`src/rtl/fsb_pkg.sv`:
```
package fsb_pkg;

	// clock rate and the two protected-target polling windows
	localparam int CLK_KHZ = 40000;
	localparam int PROT_PROG_NS = 1000;
	localparam int PROT_ERASE_US = 100;
	localparam int PROT_PROG_CYC = (PROT_PROG_NS * CLK_KHZ) / 1000000;
	localparam int PROT_ERASE_CYC = (PROT_ERASE_US * CLK_KHZ) / 1000;
	localparam int CNT_W = 12;

	// command cycle addresses (low 11 bits) and data codes
	localparam logic [10:0] ADDR_UNL1 = 11'h555;
	localparam logic [10:0] ADDR_UNL2 = 11'h2AA;
	localparam logic [7:0] D_UNL1 = 8'hAA;
	localparam logic [7:0] D_UNL2 = 8'h55;
	localparam logic [7:0] D_PROG = 8'hA0;
	localparam logic [7:0] D_ERASE = 8'h80;
	localparam logic [7:0] D_CHIP = 8'h10;
	localparam logic [7:0] D_SECT = 8'h30;
	localparam logic [7:0] D_RESUME = 8'h30;
	localparam logic [7:0] D_SUSP = 8'hB0;
	localparam logic [7:0] D_BYP = 8'h20;
	localparam logic [7:0] D_BYP_RST1 = 8'h90;
	localparam logic [7:0] D_BYP_RST2 = 8'h00;
	localparam logic [7:0] D_RESET = 8'hF0;

	// host pins as one bundle; reset value is the idle level
	typedef struct packed {
		logic ce_n;
		logic oe_n;
		logic we_n;
		logic address_valid_n;
		logic bus_clk;
		logic accelerate_pin;
	} fsb_pins_s;
	localparam int PIN_N = 6;
	localparam logic [PIN_N-1:0] PIN_RST = 6'h3C;

	typedef enum logic [1:0] {
		FSB_K_PROG,
		FSB_K_SECT,
		FSB_K_CHIP
	} fsb_kind_e;

	typedef enum logic [2:0] {
		ST_IDLE,
		ST_PROG,
		ST_PSUSP,
		ST_ERASE,
		ST_ESUSP,
		ST_EPROG,
		ST_PROT,
		ST_FAIL
	} fsb_state_e;

	typedef enum logic [3:0] {
		CY_0,
		CY_1,
		CY_2,
		CY_3,
		CY_4,
		CY_5,
		CY_DATA,
		CY_BCHIP,
		CY_BRST
	} fsb_cyc_e;

endpackage

```
`src/rtl/fsb_sequencer.sv`:
```
`timescale 1ns/10ps
// Contract
// - suspend command halts program, status shows suspend
// - suspended: other sectors read array data
// - secure region blocks erase, resume, bypass, accel; code blocks sector erase, program resume, bypass and accel, not chip erase or erase resume
// - resume continues program; repeats ignored
// - high voltage on accelerate pin enters bypass
// - write-protect pin sectors stay protected
// - accel bypasses protection unless lock bit set
// - dropping high voltage restores normal commands
// - bypass program or chip erase: two cycles
// - bypass accepts only read, program, chip erase, reset
// - two-cycle bypass reset returns to read
// - other bank reads array during operation
// - no concurrent reads in query or password
// - poll bit complements programmed bit until done
// - protected program polls 1 us, no program
// - erase poll bit zero, one when done
// - poll bit may lead other bits
// - toggle bit flips per busy-bank read
// - read cycle defined by enables or strobe
// - all-protected erase toggles 100 us
// - toggle stops in erase suspend, runs programming
// - timing limit flag marks failed operation
// - second toggle flips on erase-selected reads
module fsb_sequencer
	import fsb_pkg::*;
#(
	parameter int AW = 19,
	parameter int DW = 32,
	parameter int SECT_LSB = 14
) (
	input wire logic mclk,
	input wire logic arst_n,
	input wire fsb_pins_s pins,
	input wire logic [AW-1:0] addr,
	input wire logic [DW-1:0] din,
	input wire logic sync_mode,
	input wire logic secure_en,
	input wire logic query_information_mode,
	input wire logic password_op,
	input wire logic wp_guarded,
	input wire logic sector_lock_hit,
	input wire logic per_sector_lock_bit,
	input wire logic [DW-1:0] arr_rdata,
	output logic [AW-1:0] arr_addr,
	output logic [DW-1:0] dout,
	output logic ready_busy_n_o,
	output logic ready_busy_n_oe,
	output logic eng_start,
	output logic eng_run,
	output fsb_kind_e eng_kind,
	output logic [AW-1:0] eng_addr,
	output logic [DW-1:0] eng_data,
	input wire logic eng_done,
	input wire logic eng_limit,
	output logic timing_limit_flag,
	output logic bypass_active
);

	logic rs1_r, rst_n_r;
	logic [PIN_N-1:0] pin_v, p1_r, p2_r, p3_r, pst_r, pprev_r;
	fsb_pins_s ps, pp;
	logic [AW-1:0] a1_r, a2_r, op_a_r, er_a_r;
	logic [DW-1:0] d1_r, d2_r, op_d_r, dout_r;
	fsb_state_e st_r;
	fsb_cyc_e cyc_r, cyc_nxt;
	fsb_kind_e kind_r, er_kind_r, go_kind;
	logic op_bank_r, op_byp_r, byp_r, prot_ret_r, fail_r, tog1_r, tog2_r;
	logic [CNT_W-1:0] cnt_r;
	logic we_ev, rd_ev, rd_async, rd_sync, acc_mode, bypass, prot, go;
	logic byp_set, byp_clr, eresume, busy_st, in_sel, show_stat;
	logic unl1, unl2;
	logic [7:0] wd, status;

	always_ff @(posedge mclk or negedge arst_n) begin
		if (!arst_n) begin
			rs1_r <= 1'h0;
			rst_n_r <= 1'h0;
		end else begin
			rs1_r <= 1'h1;
			rst_n_r <= rs1_r;
		end
	end

	// a pin level is taken only once the two late stages agree
	assign pin_v = pins;
	generate
		for (genvar i = 0; i < PIN_N; i++) begin : g_pin
			always_ff @(posedge mclk or negedge rst_n_r) begin
				if (!rst_n_r) begin
					p1_r[i] <= PIN_RST[i];
					p2_r[i] <= PIN_RST[i];
					p3_r[i] <= PIN_RST[i];
					pst_r[i] <= PIN_RST[i];
					pprev_r[i] <= PIN_RST[i];
				end else begin
					p1_r[i] <= pin_v[i];
					p2_r[i] <= p1_r[i];
					p3_r[i] <= p2_r[i];
					if (p2_r[i] == p3_r[i]) begin
						pst_r[i] <= p3_r[i];
					end
					pprev_r[i] <= pst_r[i];
				end
			end
		end
	endgenerate
	assign ps = pst_r;
	assign pp = pprev_r;

	// address and data are stable around the strobes that use them
	always_ff @(posedge mclk or negedge rst_n_r) begin
		if (!rst_n_r) begin
			a1_r <= '0;
			a2_r <= '0;
			d1_r <= '0;
			d2_r <= '0;
		end else begin
			a1_r <= addr;
			a2_r <= a1_r;
			d1_r <= din;
			d2_r <= d1_r;
		end
	end

	assign we_ev = ps.we_n & ~pp.we_n & ~ps.ce_n;
	assign rd_async = ~ps.ce_n & ~ps.oe_n & (pp.oe_n | pp.ce_n);
	assign rd_sync = ~ps.ce_n & ((ps.address_valid_n & ~pp.address_valid_n)
		| (ps.bus_clk & ~pp.bus_clk & ~ps.address_valid_n));
	assign rd_ev = sync_mode ? rd_sync : rd_async;

	assign acc_mode = ps.accelerate_pin & ~secure_en;
	assign bypass = byp_r | acc_mode;
	assign prot = wp_guarded
		| (sector_lock_hit & (~acc_mode | per_sector_lock_bit));

	assign wd = d2_r[7:0];
	assign unl1 = a2_r[10:0] == ADDR_UNL1;
	assign unl2 = a2_r[10:0] == ADDR_UNL2;

	// command cycles are decoded only while the array is free to accept
	always_comb begin
		cyc_nxt = cyc_r;
		go = 1'h0;
		go_kind = FSB_K_PROG;
		byp_set = 1'h0;
		byp_clr = 1'h0;
		eresume = 1'h0;
		if (we_ev && (st_r == ST_IDLE || st_r == ST_ESUSP)) begin
			cyc_nxt = CY_0;
			unique case (cyc_r)
				CY_0: begin
					if (bypass) begin
						if (wd == D_PROG) begin
							cyc_nxt = CY_DATA;
						end else if (wd == D_ERASE && st_r == ST_IDLE) begin
							cyc_nxt = CY_BCHIP;
						end else if (wd == D_BYP_RST1) begin
							cyc_nxt = CY_BRST;
						end
					end else if (st_r == ST_ESUSP && wd == D_RESUME) begin
						eresume = 1'h1;
					end else if (wd == D_UNL1 && unl1) begin
						cyc_nxt = CY_1;
					end
				end
				CY_1: begin
					if (wd == D_UNL2 && unl2) begin
						cyc_nxt = CY_2;
					end
				end
				CY_2: begin
					if (unl1 && wd == D_PROG) begin
						cyc_nxt = CY_DATA;
					end else if (unl1 && wd == D_ERASE && st_r == ST_IDLE) begin
						cyc_nxt = CY_3;
					end else if (unl1 && wd == D_BYP && st_r == ST_IDLE) begin
						byp_set = ~secure_en;
					end
				end
				CY_3: begin
					if (wd == D_UNL1 && unl1) begin
						cyc_nxt = CY_4;
					end
				end
				CY_4: begin
					if (wd == D_UNL2 && unl2) begin
						cyc_nxt = CY_5;
					end
				end
				CY_5: begin
					if (wd == D_CHIP) begin
						go = 1'h1;
						go_kind = FSB_K_CHIP;
					end else if (wd == D_SECT && !secure_en) begin
						go = 1'h1;
						go_kind = FSB_K_SECT;
					end
				end
				CY_DATA: begin
					go = 1'h1;
				end
				CY_BCHIP: begin
					if (wd == D_CHIP) begin
						go = 1'h1;
						go_kind = FSB_K_CHIP;
					end
				end
				CY_BRST: begin
					byp_clr = wd == D_BYP_RST2;
				end
			endcase
		end
	end

	always_ff @(posedge mclk or negedge rst_n_r) begin
		if (!rst_n_r) begin
			cyc_r <= CY_0;
			byp_r <= 1'h0;
		end else begin
			cyc_r <= cyc_nxt;
			if (byp_set) begin
				byp_r <= 1'h1;
			end else if (byp_clr) begin
				byp_r <= 1'h0;
			end
		end
	end

	// operation state; engine result outranks any host write
	always_ff @(posedge mclk or negedge rst_n_r) begin
		if (!rst_n_r) begin
			st_r <= ST_IDLE;
			kind_r <= FSB_K_PROG;
			er_kind_r <= FSB_K_SECT;
			op_a_r <= '0;
			er_a_r <= '0;
			op_d_r <= '0;
			op_bank_r <= 1'h0;
			op_byp_r <= 1'h0;
			prot_ret_r <= 1'h0;
			fail_r <= 1'h0;
			cnt_r <= '0;
			eng_start <= 1'h0;
		end else begin
			eng_start <= 1'h0;
			unique case (st_r)
				ST_IDLE, ST_ESUSP: begin
					if (go) begin
						op_a_r <= a2_r;
						op_d_r <= d2_r;
						kind_r <= go_kind;
						op_bank_r <= a2_r[AW-1];
						op_byp_r <= bypass;
						if (go_kind != FSB_K_PROG) begin
							er_a_r <= a2_r;
							er_kind_r <= go_kind;
						end
						if (go_kind != FSB_K_CHIP && prot) begin
							st_r <= ST_PROT;
							prot_ret_r <= st_r == ST_ESUSP;
							cnt_r <= go_kind == FSB_K_PROG
								? CNT_W'(PROT_PROG_CYC - 1)
								: CNT_W'(PROT_ERASE_CYC - 1);
						end else begin
							eng_start <= 1'h1;
							if (st_r == ST_ESUSP) begin
								st_r <= ST_EPROG;
							end else if (go_kind == FSB_K_PROG) begin
								st_r <= ST_PROG;
							end else begin
								st_r <= ST_ERASE;
							end
						end
					end else if (eresume) begin
						st_r <= ST_ERASE;
						kind_r <= er_kind_r;
						op_a_r <= er_a_r;
						op_bank_r <= er_a_r[AW-1];
					end
				end
				ST_PROG, ST_ERASE, ST_EPROG: begin
					if (eng_limit) begin
						st_r <= ST_FAIL;
						fail_r <= 1'h1;
					end else if (eng_done) begin
						st_r <= st_r == ST_EPROG ? ST_ESUSP : ST_IDLE;
					end else if (we_ev && wd == D_SUSP && !op_byp_r) begin
						// bypass operations cannot be suspended
						if (st_r == ST_PROG) begin
							st_r <= ST_PSUSP;
						end else if (st_r == ST_ERASE
							&& kind_r == FSB_K_SECT) begin
							st_r <= ST_ESUSP;
						end
					end
				end
				ST_PSUSP: begin
					if (we_ev && wd == D_RESUME && !secure_en) begin
						st_r <= ST_PROG;
					end
				end
				ST_PROT: begin
					if (cnt_r == '0) begin
						st_r <= prot_ret_r ? ST_ESUSP : ST_IDLE;
					end else begin
						cnt_r <= cnt_r - 1'h1;
					end
				end
				ST_FAIL: begin
					if (we_ev && wd == D_RESET) begin
						st_r <= ST_IDLE;
						fail_r <= 1'h0;
					end
				end
			endcase
		end
	end

	assign busy_st = st_r == ST_PROG || st_r == ST_ERASE
		|| st_r == ST_EPROG || st_r == ST_PROT || st_r == ST_FAIL;
	assign in_sel = er_kind_r == FSB_K_CHIP
		|| a2_r[AW-1:SECT_LSB] == er_a_r[AW-1:SECT_LSB];

	// status replaces array data where the operation lives, and in any bank while busy in query or password mode
	always_comb begin
		show_stat = 1'h0;
		if (busy_st) begin
			show_stat = a2_r[AW-1] == op_bank_r
				|| query_information_mode || password_op;
		end
		if (st_r == ST_PSUSP) begin
			show_stat = a2_r[AW-1:SECT_LSB] == op_a_r[AW-1:SECT_LSB];
		end
		if ((st_r == ST_ERASE || st_r == ST_ESUSP || st_r == ST_EPROG)
			&& in_sel) begin
			show_stat = 1'h1;
		end
	end

	always_comb begin
		status = 8'h00;
		if (st_r == ST_ESUSP) begin
			status[7] = 1'h1;
		end else if (kind_r == FSB_K_PROG) begin
			status[7] = ~op_d_r[7];
		end else begin
			status[7] = 1'h0;
		end
		status[6] = tog1_r;
		status[5] = fail_r;
		status[2] = tog2_r;
	end

	// first toggle is frozen in both suspend states; the second still flips in erase suspend
	always_ff @(posedge mclk or negedge rst_n_r) begin
		if (!rst_n_r) begin
			tog1_r <= 1'h0;
			tog2_r <= 1'h0;
		end else if (rd_ev) begin
			if (show_stat && busy_st) begin
				tog1_r <= ~tog1_r;
			end
			if (in_sel && (st_r == ST_ERASE || st_r == ST_ESUSP)) begin
				tog2_r <= ~tog2_r;
			end
		end
	end

	// whole word switches at once, so no lead of the poll bit
	always_ff @(posedge mclk or negedge rst_n_r) begin
		if (!rst_n_r) begin
			dout_r <= '0;
		end else if (show_stat) begin
			dout_r <= DW'(status);
		end else begin
			dout_r <= arr_rdata;
		end
	end

	assign dout = dout_r;
	assign arr_addr = a2_r;
	assign ready_busy_n_o = 1'h0;
	assign ready_busy_n_oe = busy_st;
	assign eng_run = st_r == ST_PROG || st_r == ST_ERASE
		|| st_r == ST_EPROG;
	assign eng_kind = kind_r;
	assign eng_addr = op_a_r;
	assign eng_data = op_d_r;
	assign timing_limit_flag = fail_r;
	assign bypass_active = bypass;

endmodule

```
`config.mk`:
```
export PLATFORM = sky130hd
export DESIGN_NAME = fsb_sequencer
export DESIGN_NICKNAME = d
export VERILOG_FILES = /design/src/rtl/fsb_pkg.sv /design/src/rtl/fsb_sequencer.sv
export SDC_FILE = /design/constraint.sdc
export NUM_CORES = 1
export LEC_CHECK = 0
export ABC_AREA = 1
export BUFFER_PORTS_ARGS = -buffer_cell sky130_fd_sc_hd__buf_2
export CAP_MARGIN = 20
export CORE_ASPECT_RATIO = 0.75
export CORE_UTILIZATION = 56
export CTS_BUF_LIST = sky130_fd_sc_hd__clkbuf_4
export CTS_CLUSTER_DIAMETER = 120
export DETAILED_ROUTE_END_ITERATION = 12
export GPL_TIMING_DRIVEN = 1
export PLACE_DENSITY = 0.82
export SETUP_SLACK_MARGIN = 0.4
export SLEW_MARGIN = 20
export SYNTH_ARGS = -nofsm -noshare
export SYNTH_HDL_FRONTEND = slang
export SYNTH_SLANG_ARGS = --single-unit
```
`constraint.sdc`:
```
create_clock -name mclk -period 10.2 [get_ports mclk]
set_input_delay 1.02 -clock mclk [delete_from_list [all_inputs] [get_ports mclk]]
set_output_delay 1.02 -clock mclk [all_outputs]
set_load 0.01 [all_outputs]
```
## Word-level counts from Yosys, hierarchy flattened

Index checks and enable logic that the tools add are counted.

| word-level totals | value |
|---|---|
| bits in registers | 266 |
| input bits | 100 |
| output and inout bits | 110 |
| logic and storage cells | 258 |

| operators by class | value |
|---|---|
| add/sub/neg operators | 1 |
| equal/unequal tests | 49 |
| multiplexer cells | 75 |
| bitwise operators | 26 |
| reduce and logical (&&, ||, !) cells | 55 |

Operators by type and width:

| kind | number |
|---|---|
| 3-bit two-way mux | 17 |
| 8-bit == test, second input constant | 6 |
| 12-bit two-way mux | 4 |
| 19-bit two-way mux | 2 |
| 1-bit two-way mux | 33 |
| 32-bit two-way mux | 1 |
| 12-bit one-hot mux with 2 select lines | 1 |
| 1-bit logical AND | 21 |
| 4-bit one-hot mux with 5 select lines | 1 |
| 4-bit by 3-bit == test with 1-bit output, second input constant | 4 |
| 8-bit by 6-bit == test with 1-bit output, second input constant | 2 |
| 2-bit two-way mux | 8 |
| 4-bit two-way mux | 4 |
| 2-bit != test, second input constant | 8 |
| 3-bit one-hot mux with 5 select lines | 1 |
| 3-bit == test, second input constant | 4 |
| 12-bit zero test | 1 |
| 12-bit by 1-bit subtractor with 12-bit output, second input constant | 1 |
| 11-bit by 10-bit == test with 1-bit output, second input constant | 1 |
| 11-bit == test, second input constant | 1 |
| 1-bit NOT | 11 |
| 1-bit bitwise AND | 10 |
| 5-bit == test | 2 |
| 1-bit logical OR | 10 |
| other kinds (29) | 52 |

## Logic depth before layout (Yosys ltp)

| depth | value |
|---|---|
| depth after elaboration | 12 |
| gate-level depth with buffers | 13 |
| depth with buffers taken out | 13 |

## Worst setup path before layout

OpenSTA, ideal clock, no wires.

| path | value |
|---|---|
| path type | in2out |
| start point | input port secure_en |
| end point | output port bypass_active |
| arrival time | 1305 ps |
| data required time | 9180 ps |
| slack | 7875 ps |
| stages on the path | 3 |
| buffers on the path | 0 |
| path through | inv_1 a21oi_1 inv_1 |

| on the way | value |
|---|---|
| word-level cells in the longest chain between the ends | 3 |

RTL lines:

| element | line | source |
|---|---|---|
| from (decl) | fsb_sequencer.sv:39 | `input wire logic secure_en,` |
| 1-bit NOT | fsb_sequencer.sv:133 | `assign acc_mode = ps.accelerate_pin & ~secure_en;` |
| 1-bit bitwise AND | fsb_sequencer.sv:133 |  |
| 1-bit OR | fsb_sequencer.sv:134 | `assign bypass = byp_r \| acc_mode;` |
| to (decl) | fsb_sequencer.sv:58 | `output logic bypass_active` |

No other way between the ends.

## Worst setup path in the final report

| path | value |
|---|---|
| start point | register st_r[1] |
| end point | output port ready_busy_n_oe |

| on the way | value |
|---|---|
| word-level cells in the longest chain between the ends | 5 |
| elaborated cells on any way between the ends | 9 |
| those cells by class | eq/ne (5); reduce/logical (4) |

RTL lines:

| element | line | source |
|---|---|---|
| from (decl) | fsb_sequencer.sv:66 | `fsb_state_e st_r;` |
| from (signal assigned) | fsb_sequencer.sv:288 | `st_r <= st_r == ST_EPROG ? ST_ESUSP : ST_IDLE;` |
| from (signal assigned) | fsb_sequencer.sv:306 | `st_r <= prot_ret_r ? ST_ESUSP : ST_IDLE;` |
| 3-bit by 1-bit == test with 1-bit output / 3-bit by 2-bit == test with 1-bit output (equally long branches) | fsb_sequencer.sv:321 | `assign busy_st = st_r == ST_PROG \|\| st_r == ST_ERASE` |
| 1-bit logical OR | fsb_sequencer.sv:321 |  |
| 1-bit logical OR (2 in a row) | fsb_sequencer.sv:322 | `\|\| st_r == ST_EPROG \|\| st_r == ST_PROT \|\| st_r == ST_FAIL;` |
| 1-bit logical OR (*) | fsb_sequencer.sv:322 |  |
| to (decl) | fsb_sequencer.sv:49 | `output logic ready_busy_n_oe,` |

Every way passes the cells marked *; elsewhere a longest branch is shown, timed or not.

==> flow_summary.yaml <==
timing:
  slew_headroom_pct: 34.91
  fin_crit_ps: 2816
  drv_slew: 0
  setup_viol: 0
  skew_ps: 61.53
  worst_pin_slew_ps: 976.4
  setup_tns_ps: 0
  rsz0062_at_grt: "false"
  fmax_mhz: 355.1
  setup_ws_ps: 7384
  finalHoldViolations: 0
  finalCritPeriodShare_pct: 27.61
place:
  dp_hpwl_mm: 13.85
  placed_cell_area_mm2: 0.01085
  place_ws_ps: 7041
  gp_congestion: 0.9140
  io_buffers: 208
drt:
  num_vias: 7113
  vias_per_cell: 4.999
  drc: 0
  totalWireLength_mm: 20.72
  first_pass_iters: 8
  wl_per_cell_um: 14.56
  antenna_left: 0
  drt_iter0_drc: 611
setup_path:
  cp_top_family: "flip-flops"
  r2r_slack_ps: 7470
  crit_required_ps: 9180
  crit_arrival_ps: 1800
  start_kind: "flop"
  crit_path_top_delay_cell: "dfrtp_1"
  r2r_cells: 12
  r2r-end: "st_r[2]"
  cp-end-kind: "output pin"
  critPathBufInv: 3
  critPathMaxStageDelay_ps: 490
  critPathKind: "flop to output pin"
  crit_chain: "nand2_1 > inv_1 > nor2_1 > inv_1 > buf_2"
  worst-path-max-fanout: 7
  crit_top_cell: "inv_1"
  r2r-start: "d2_r[2]"
synthesis:
  synthDistinctLibCells: 43
  synth_edf_count: 0
  async_flop_share_pct: 100.0
  avgSynthCellArea_um2: 10.67
  syn_area_mm2: 0.009614
  yosysSeqAreaShare_pct: 69.25
  synthesis.instances: 901
  ys_warn_count: 0
  ys_ff_latch: 265
  synth_nets: 1002
  ys.flop_type: "dfrtp_1"
clock_tree:
  ctsHoldBuffers: 0
  root_buffer: "clkbuf_4"
  cts.sinks: 265
  clk_pin_slew_ps: 70
  cts_tree: "yes"
  insertion_delay_ps: 680
  cts_resized: 0
  post-cts-setup-buffers: 0
  cts_buffers: 66
  cts_max_level: 3
  cts_buffer_depth: 3
run:
  maxCapViolations: 0
run_status:
  status: "complete, no violations"
die:
  fp.dieArea_mm2: 0.01770
  core_area_mm2: 0.01683
  placementRows: 41
  die_w_um: 153.3
  start_util_pct: 57.14
  pin_count: 210
  die_height_um: 115.5
cells_and_area:
  fin_area_mm2: 0.01179
  nets: 1259
  drive_gt1_share_pct: 30.49
  area_growth_pct: 22.58
global_routing:
  overflow: 0
  track_usage_pct: 24.27
  grt_antenna_before_repair: 1
  grt_pass1_vias: 6792
  grt_pass1_wl_mm: 33.28
  grt_start_max_net_pins: 84
pwr:
  ir_drop_mv: 0.1303
  p_leak_nw: 6.203
  power_density_mw_per_mm2: 213.4
worst_hold_path:
  hp-class: "primary input to asynchronous set/reset pin"
cell families (layout without fill, tap and decap cells):
kind of cell	count (synthesis)	count (layout)	synth area share, %
AO/OA/AOI/OAI	116	116	7.301
XOR/XNOR	8	8	0.7288
adder cells (fa/ha/maj)	7	7	0.7548
buffers and inverters	146	452	5.986
flip-flops	265	265	69.25
other	2	3	0.07811
AND/OR/NAND/NOR	357	357	15.90
worst reg2reg max path: cells and delay by family (launching register included):
| kind | cells | cell delay, ps |
|---|---|---|
| DFF | 1 | 400 |
| and+or+nand+nor | 10 | 1380 |
| AOI/OAI and AO/OA | 1 | 210 |
| buffers and inverters | 1 | 620 |
registers in the layout, summed over array words and instances, names as in the netlist, 12 cells and up:
register,cells
arr_addr,19
d2_r,32
cnt_r,12
eng_data,32
d1_r,32
eng_addr,19
dout,32
a1_r,19
er_a_r,19
cell usage after synthesis (4+ instances only):
cell	number	area, um^2
dfstp_2	21	551.8
o21ai_0	52	260.3
clkbuf_1	10	37.54
inv_1	115	431.7
nor2_2	5	31.28
a21oi_1	19	95.09
buf_2	10	50.05
dfrtp_1	244	6106
nor2_1	76	285.3
nand3_1	42	210.2
nand2_1	194	728.2
o21ai_1	11	55.05
o21ai_2	4	35.03
nor3_1	9	45.04
xor2_1	5	43.79
nand4_1	16	100.1
inv_2	6	22.52
o221ai_1	20	175.2
maj3_1	6	60.06
layer usage:
layer | share of wire, % | GRT usage (%) | wire (um)
met5 | 0 | 0 | 0
met4 | 1.9 | 10.44 | 403
met3 | 7.7 | 6.806 | 1598
met2 | 45 | 35.80 | 9298
met1 | 45 | 34.32 | 9424
per-stage QoR:
step	hold slack [ps]	cells	power [mW]	utilization (%)
floorplan	331.2	901	1.431	-
global placement	238.5	1305	1.546	64.47
detailed placement	245.6	1305	1.558	64.47
CTS	90.35	1422	2.542	70.00
global route	97.87	1422	2.658	70.03
finish	134.7	1423	2.515	70.04
cell usage in the layout (no fill, tap or decap), types with 5 or more instances in the layout:
master,n
inv_1,115
dfrtp_1,243
o21ai_1,11
nor2_2,5
clkinv_1,12
bufinv_16,5
nor3_1,9
nor2_1,76
inv_2,9
a21oi_1,19
dfstp_2,21
nand2_1,194
nand4_1,16
maj3_1,6
buf_2,208
nand3_1,42
o221ai_1,20
o21ai_0,52
xor2_1,5
clkbuf_4,95
worst max path at each step:
stage	from	endpoint	slack, ps	cells after the start
after floorplan	rst_n_r	a1_r[0]	2300	0
after detailed placement	secure_en	st_r[1]	7040	13
after global routing	cyc_r[3]	st_r[1]	7270	14
after CTS	st_r[1]	ready_busy_n_oe	7370	5
after global placement	secure_en	st_r[2]	7160	11
final	st_r[1]	ready_busy_n_oe	7380	5
where the power goes:
part           switching, mW  internal [mW]  total [mW]  leakage [nW]
logic                  0.222          0.115       0.337          2.40
clock network          0.420          0.558       0.977         0.549
registers             0.0489           1.15        1.20          3.25
area by class of cell:
type	instances	area, um^2
repair buffers	213	1082
clock buffers	95	713.2
clock inverters	22	217.7
inverters	122	457.9
well taps	215	269.0
fillers	1284	5041
flip-flops and latches	265	6661
multi-input cells	490	2381
diodes	1	2.502
(Power assumes the default switching activity.)
